## src/design/frc_pkg.sv

```systemverilog
// Purpose: shared constants and types for the frame remaining counter
// Assumes: 32-bit AHB-Lite register bus, one word per register
// Notes:   register offsets other than the counter itself are local choices
package frc_pkg;
  localparam int unsigned FRC_CNT_W      = 14;
  localparam int unsigned FRC_FN_W       = 16;
  localparam int unsigned FRC_LST_W      = 11;
  localparam int unsigned FRC_TOGGLE_BIT = 31;
  // byte offsets of the register words
  localparam logic [7:0] FRC_OFS_REMAIN   = 8'h00;
  localparam logic [7:0] FRC_OFS_INTERVAL = 8'h04;
  localparam logic [7:0] FRC_OFS_NUMBER   = 8'h08;
  localparam logic [7:0] FRC_OFS_LSCUT    = 8'h0c;
  localparam logic [7:0] FRC_OFS_CTRL     = 8'h10;
  // reset values
  localparam logic [13:0] FRC_INTERVAL_RST = 14'h2edf;
  localparam logic [10:0] FRC_LSCUT_RST    = 11'h628;
  // bit time: 12 MHz full-speed bit rate against the 125 MHz clock
  localparam int unsigned FRC_CLK_KHZ      = 125000;
  localparam int unsigned FRC_BIT_KHZ      = 12000;
  localparam int unsigned FRC_BIT_CYC      = FRC_CLK_KHZ / FRC_BIT_KHZ;
  localparam logic [1:0]  HTRANS_NONSEQ    = 2'h2;
  localparam logic [2:0]  HSIZE_WORD       = 3'h2;

  typedef struct packed {
    logic        sel;
    logic        write;
    logic [7:0]  addr;
  } frc_req_type;

  typedef enum logic [1:0] {
    FRC_ST_HALT = 2'b00,
    FRC_ST_OPER = 2'b01
  } frc_state_type;
endpackage

```

## src/design/frc_top.sv

```systemverilog
// Purpose: frame remaining down-counter of a full-speed host controller with AHB-Lite registers
// Assumes: mclk 125 MHz, nrst async active low, bit time derived by a prescaler
// Notes: counter, interval, frame sequence, low-speed cutoff and control words
// Notes on behaviour
// a 14-bit remaining count in bits 13..0 drops by one each bit time while nonzero.
// at zero the count loads the programmed interval at the next bit time boundary.
// whenever the count reaches zero the interval toggle is copied into bit 31.
// entering the operational state reloads the count from the interval value.
// the newly loaded interval governs frames from the next start of frame.
// the frame sequence count advances at every reload and wraps from ffff to zero.
// a low-speed transaction starts only when the count is at least the cutoff.
// reserved bits 30..14 read as zero and ignore writes.
`timescale 1ns/1ps
`default_nettype none
module frc_top
  import frc_pkg::*;
#(
  parameter int unsigned BIT_CYC = frc_pkg::FRC_BIT_CYC
) (
  input  wire logic        mclk,
  input  wire logic        nrst,
  input  wire logic        hsel,
  input  wire logic [31:0] haddr,
  input  wire logic [1:0]  htrans,
  input  wire logic        hwrite,
  input  wire logic [2:0]  hsize,
  input  wire logic [31:0] hwdata,
  input  wire logic        hready,
  output logic      [31:0] hrdata,
  output logic             hreadyout,
  output logic             hresp,
  input  wire logic        ls_request,
  output logic             ls_start,
  output logic             sof_pulse
);
  import frc_pkg::*;

  initial begin
    if (BIT_CYC < 2 || BIT_CYC > 255) begin
      $error("BIT_CYC out of range");
    end
  end

  // bus state
  frc_req_type           req_r, req_nxt;
  logic [31:0]           hrdata_r, hrdata_nxt;
  // block state
  logic [7:0]            pre_r, pre_nxt;
  logic [FRC_CNT_W-1:0]  remain_r, remain_nxt;
  logic                  rtog_r, rtog_nxt;
  logic [FRC_CNT_W-1:0]  ival_r, ival_nxt;
  logic                  itog_r, itog_nxt;
  logic [FRC_FN_W-1:0]   fnum_r, fnum_nxt;
  logic [FRC_LST_W-1:0]  lscut_r, lscut_nxt;
  frc_state_type         st_r, st_nxt;
  logic                  ls_start_r, ls_start_nxt;
  logic                  sof_r, sof_nxt;
  logic                  bit_tick;
  logic                  wr_en;
  logic                  enter_oper;
  logic                  reload;

  function automatic logic hit(input logic [7:0] a, input logic [7:0] ofs);
    hit = (a == ofs);
  endfunction

  // ---------------- bus slave: zero wait states, always OKAY
  always_comb begin
    req_nxt = req_r;
    if (hready) begin
      req_nxt.sel   = hsel && (htrans == HTRANS_NONSEQ) && (hsize == HSIZE_WORD);
      req_nxt.write = hwrite;
      req_nxt.addr  = haddr[7:0];
    end
  end

  assign wr_en = req_r.sel && req_r.write;

  always_comb begin
    hrdata_nxt = 32'h0000_0000;
    if (hready && hsel && (htrans == HTRANS_NONSEQ) && !hwrite) begin
      unique case (haddr[7:0])
        FRC_OFS_REMAIN:   hrdata_nxt = {rtog_r, 17'h0_0000, remain_r};
        FRC_OFS_INTERVAL: hrdata_nxt = {itog_r, 17'h0_0000, ival_r};
        FRC_OFS_NUMBER:   hrdata_nxt = {16'h0000, fnum_r};
        FRC_OFS_LSCUT:    hrdata_nxt = {21'h00_0000, lscut_r};
        FRC_OFS_CTRL:     hrdata_nxt = {31'h0000_0000, st_r == FRC_ST_OPER};
        default:          hrdata_nxt = 32'h0000_0000;
      endcase
    end
  end

  // ---------------- state and counter
  always_comb begin
    pre_nxt  = (pre_r == 8'(BIT_CYC - 1)) ? 8'h00 : pre_r + 8'h01;
  end
  assign bit_tick = (pre_r == 8'(BIT_CYC - 1));

  always_comb begin
    st_nxt = st_r;
    if (wr_en && hit(req_r.addr, FRC_OFS_CTRL)) begin
      st_nxt = hwdata[0] ? FRC_ST_OPER : FRC_ST_HALT;
    end
  end
  assign enter_oper = (st_r != FRC_ST_OPER) && (st_nxt == FRC_ST_OPER);
  assign reload     = enter_oper || (st_r == FRC_ST_OPER && bit_tick && remain_r == '0);

  always_comb begin
    ival_nxt  = ival_r;
    itog_nxt  = itog_r;
    lscut_nxt = lscut_r;
    if (wr_en && hit(req_r.addr, FRC_OFS_INTERVAL)) begin
      ival_nxt = hwdata[FRC_CNT_W-1:0];
      itog_nxt = hwdata[FRC_TOGGLE_BIT];
    end
    if (wr_en && hit(req_r.addr, FRC_OFS_LSCUT)) begin
      lscut_nxt = hwdata[FRC_LST_W-1:0];
    end
  end

  always_comb begin
    remain_nxt = remain_r;
    rtog_nxt   = rtog_r;
    fnum_nxt   = fnum_r;
    sof_nxt    = 1'b0;
    if (wr_en && hit(req_r.addr, FRC_OFS_REMAIN)) begin
      remain_nxt = hwdata[FRC_CNT_W-1:0];
      rtog_nxt   = hwdata[FRC_TOGGLE_BIT];
    end
    if (reload) begin
      // the interval seen now, including one written this cycle, starts the frame
      remain_nxt = ival_nxt;                            // see see
      fnum_nxt   = fnum_r + 16'h0001;
      sof_nxt    = 1'b1;
      if (!enter_oper) begin
        rtog_nxt = itog_r;
      end
    end else if (st_r == FRC_ST_OPER && bit_tick && remain_r != '0) begin
      remain_nxt = remain_r - 14'h0001;
    end
  end

  always_comb begin
    // a request that fails the cutoff is dropped; the requester retries later
    ls_start_nxt = ls_request && (st_r == FRC_ST_OPER) &&
                   (remain_r >= {3'h0, lscut_r});
  end

  always_ff @(posedge mclk or negedge nrst) begin
    if (!nrst) begin
      req_r      <= '0;
      hrdata_r   <= 32'h0000_0000;
      pre_r      <= 8'h00;
      remain_r   <= 14'h0000;
      rtog_r     <= 1'b0;
      ival_r     <= FRC_INTERVAL_RST;
      itog_r     <= 1'b0;
      fnum_r     <= 16'h0000;
      lscut_r    <= FRC_LSCUT_RST;
      st_r       <= FRC_ST_HALT;
      ls_start_r <= 1'b0;
      sof_r      <= 1'b0;
    end else begin
      req_r      <= req_nxt;
      hrdata_r   <= hrdata_nxt;
      pre_r      <= pre_nxt;
      remain_r   <= remain_nxt;
      rtog_r     <= rtog_nxt;
      ival_r     <= ival_nxt;
      itog_r     <= itog_nxt;
      fnum_r     <= fnum_nxt;
      lscut_r    <= lscut_nxt;
      st_r       <= st_nxt;
      ls_start_r <= ls_start_nxt;
      sof_r      <= sof_nxt;
    end
  end

  assign hrdata    = hrdata_r;
  assign hreadyout = 1'b1;
  assign hresp     = 1'b0;
  assign ls_start  = ls_start_r;
  assign sof_pulse = sof_r;
endmodule
`default_nettype wire

```

## config.mk

```make
export PLATFORM = sky130hd
export DESIGN_NAME = frc_top
export DESIGN_NICKNAME = d
export VERILOG_FILES = /design/src/design/frc_pkg.sv /design/src/design/frc_top.sv
export SDC_FILE = /design/constraint.sdc
export NUM_CORES = 1
export LEC_CHECK = 0
export ABC_AREA = 1
export BUFFER_PORTS_ARGS = -buffer_cell sky130_fd_sc_hd__buf_2
export CORE_MARGIN = 8
export CORE_UTILIZATION = 31
export CTS_CLUSTER_DIAMETER = 40
export DETAILED_ROUTE_END_ITERATION = 10
export MAX_ROUTING_LAYER = met4
export SLEW_MARGIN = 20
export SYNTH_ARGS = -nofsm -noshare
export SYNTH_HDL_FRONTEND = slang
export SYNTH_SLANG_ARGS = --single-unit
```

## constraint.sdc

```tcl
create_clock -name mclk -period 2.2 [get_ports mclk]
set_clock_uncertainty 0.1 [all_clocks]
set_input_delay 0.44 -clock mclk [delete_from_list [all_inputs] [get_ports mclk]]
set_output_delay 0.44 -clock mclk [all_outputs]
set_load 0.02 [all_outputs]
```

==> flow_summary.toml <==
[clock_tree]
cts_htree_levels = 3
clock-sinks = 96
clkTransAtPathRegs_ns = 0.07
clk_path_buf_depth = 2
worstSkewPairLatency_ns = 0.36
cts_buffers = 9
ctsHoldBuffers = 1
clock-root-buffer = "clkbuf_16"
cts_setup_buffers = 0
post_cts_resized = 0
cts_tree = "built"

[power]
switching_power_uw = 922
pwr-share-clk_pct = 40.5
pwr-share-comb_pct = 8.8
worst_ir_drop_vdd_v = 0.000365
power_density_nw_per_um2 = 544
p_int_uw = 2710
p_sw_share_pct = 25.4
seq_power_share_pct = 50.6
p_leak_uw = 0.00349

[synth]
synth.distinct_cells = 45
synth-async-reset-ratio_pct = 100
netlist_top_cells_area = "dfrtp_1 35%, nand2_1 15%, dfstp_2 6.9%"
yosysSeqAreaShare_pct = 42.4
synth_area_um2 = 5710
synth_warnings = 0
ys.flop_type = "dfrtp_1"
yosysMostFrequentCell = "nand2_1"
netlist_instances = 767
synth.avg_cell_area_um2 = 7.45
synth_top_area_share_pct = 35.5
yosys.area.top_type = "dfrtp_1"
synth_common_cells = "228 x nand2_1, 90 x inv_1, 81 x dfrtp_1, 79 x nor2_1, 65 x nand3_1"
synth_seq_cells = 96
synth_edf_count = 0

[sta]
timing.hold.ws_ns = 0.201
rsz0062_at_grt = "false"
fmax_mhz = 501
finalHoldViolations = 0
slew_violations = 0
fin_crit_ns = 2.00
fin_crit_sh_pct = 90.7
fin_setup_tns_ns = 0
slew_headroom_pct = 65.2
tightest_slew_ns = 0.517
setup_violations = 0

[grt]
grt_pass1_vias = 5083
antenna_found_initial = 0
grt_max_degree = 48
grt_util_all_layers_pct = 15.3
overflow = 0
grt_first_pass_wirelength_mm = 26.6

[critical_path]
critPathRequiredTime_ns = 2.35
cp_max_fo = 9
worst_path_most_repeated_cell = "nand2_1"
cp.arrival_ns = 2.15
cp_num_buf_inv = 2
critical_path_class = "flop to flop"
cp-end-kind = "flop"
slowest_stage = "dfrtp_1"
path_cells = "inv_1 -> ha_1 -> nand2_2 -> nor2_4 -> nand2_2 -> nand2_4 -> inv_2 -> nand2_1 -> nand2_1 -> nand2_1 -> nand2_1 -> nand2_1 -> nand2_1"
cpPeakStageDelay_ns = 0.43
crit_family = "simple AND/OR/NAND/NOR gates"
critPathLaunchType = "flop"

[finish]
n_fill_cell = 1967
final_area_um2 = 6680
diodes = 0
drive_gt1_share_pct = 17.4
area_delta_synth_final_pct = 16.9
final_nets = 939

[floorplanning]
die_x_um = 152
num_io_pins = 111
start_util_pct = 31.7
die_h_um = 152
die_area_um2 = 23000
rows = 49
core_um2 = 18000

[drt]
dr_total_vias = 5084
wire_per_inst_um = 14.8
wl_mm = 16.1
drt-pass1-iter-count = 5
vias_per_cell = 4.69
drt_iter0_markers = 375
ant_nets = 0
drc = 0

[placement]
io_buffers = 52
dpl_cell_area_um2 = 6400
dp_hpwl_mm = 12.7
gp_congestion = 0.947

[hold_path]
min_path_type = "input pin to flop"

[job]
drv_cap = 0

[status]
status = "finished, final reports clean"
==> worst register-to-register path, delay by kind of cell (launching register included) <==
| family | cells | cell delay [ns] |
|---|---|---|
| and+or+nand+nor | 10 | 0.97 |
| DFF | 1 | 0.43 |
| buffers and inverters | 2 | 0.21 |
| adders and majority gates | 1 | 0.20 |
==> cell families after synthesis <==
kind of cell	share of synthesized area [%]
flip-flops	42.4
buffers and inverters	10.1
AO/OA/AOI/OAI	7.40
XOR/XNOR	2.61
AND/OR/NAND/NOR	32.3
adder cells (fa/ha/maj)	3.29
multiplexers	1.84
other	0.131
==> registers in the layout, summed over array words and instances, names as in the netlist <==
name       flops
hrdata        17
fnum_r        16
ival_r        14
remain_r      14
lscut_r       11
req_r         10
pre_r          8
st_r           2
itog_r         1
ls_start       1
rtog_r         1
sof_pulse      1
==> power groups by stage <==
stage / sequential (µW) / combinational, µW / clock (µW)
3_5_place_dp: 1870 / 322 / 0
2_1_floorplan: 1870 / 188 / 0
5_1_grt: 1840 / 371 / 1580
6_report: 1840 / 320 / 1470
4_1_cts: 1840 / 324 / 1510
3_3_place_gp: 1870 / 317 / 0
==> routing by layer <==
metal	up-vias	track usage [%]	routed length [µm]
met5	-	-	0
met4	0	6.57	433
met3	22	2.32	739
met2	130	22.7	7100
met1	2352	20.4	7790
li1	2580	-	-
==> placed cells by master, fill, tap and decap left out, types with 6 or more instances in the layout <==
cell	instances
a21oi_1	12
buf_2	51
buf_4	34
clkbuf_16	9
conb_1	17
dfrtp_1	81
dfstp_2	15
ha_1	15
inv_1	90
inv_2	6
nand2_1	228
nand3_1	65
nand4_1	6
nor2_1	79
nor3_1	18
o21ai_0	34
o21ai_1	6
o22ai_1	13
xor2_1	16
==> metrics by stage <==
step | std cells | worst slack [ns] | utilization, % | power [µW]
floorplan | 782 | 0.380 | - | 2060
global placement | 1066 | 0.134 | 35.5 | 2180
detailed placement | 1066 | 0.133 | 35.5 | 2190
CTS | 1083 | 0.216 | 37.0 | 3670
global route | 1083 | 0.00917 | 37.0 | 3790
finish | 1083 | 0.205 | 37.0 | 3630
==> layout make-up <==
class | count | area (µm²) | area share, %
flip-flops and latches | 96 | 2420 | 36.3
multi-input cells | 557 | 2780 | 41.6
clock inverters | 4 | 20.0 | 0.300
inverters | 97 | 364 | 5.45
well taps | 229 | 287 | 4.29
clock buffers | 12 | 246 | 3.69
repair buffers | 88 | 561 | 8.40
==> final timing paths <==
path,startpoint,to,slack [ns],cells after the start
hold / removal,ls_request,ls_start,0.20,3
hold reg to reg,req_r[8],req_r[8],0.37,2
setup / recovery,remain_r[0],remain_r[13],0.20,13
setup reg to reg,remain_r[0],remain_r[13],0.20,13
max in group asynchronous,nrst,lscut_r[10],0.85,3
min in group asynchronous,nrst,req_r[4],0.43,2
No activity file was read; power rests on OpenSTA's default activity.
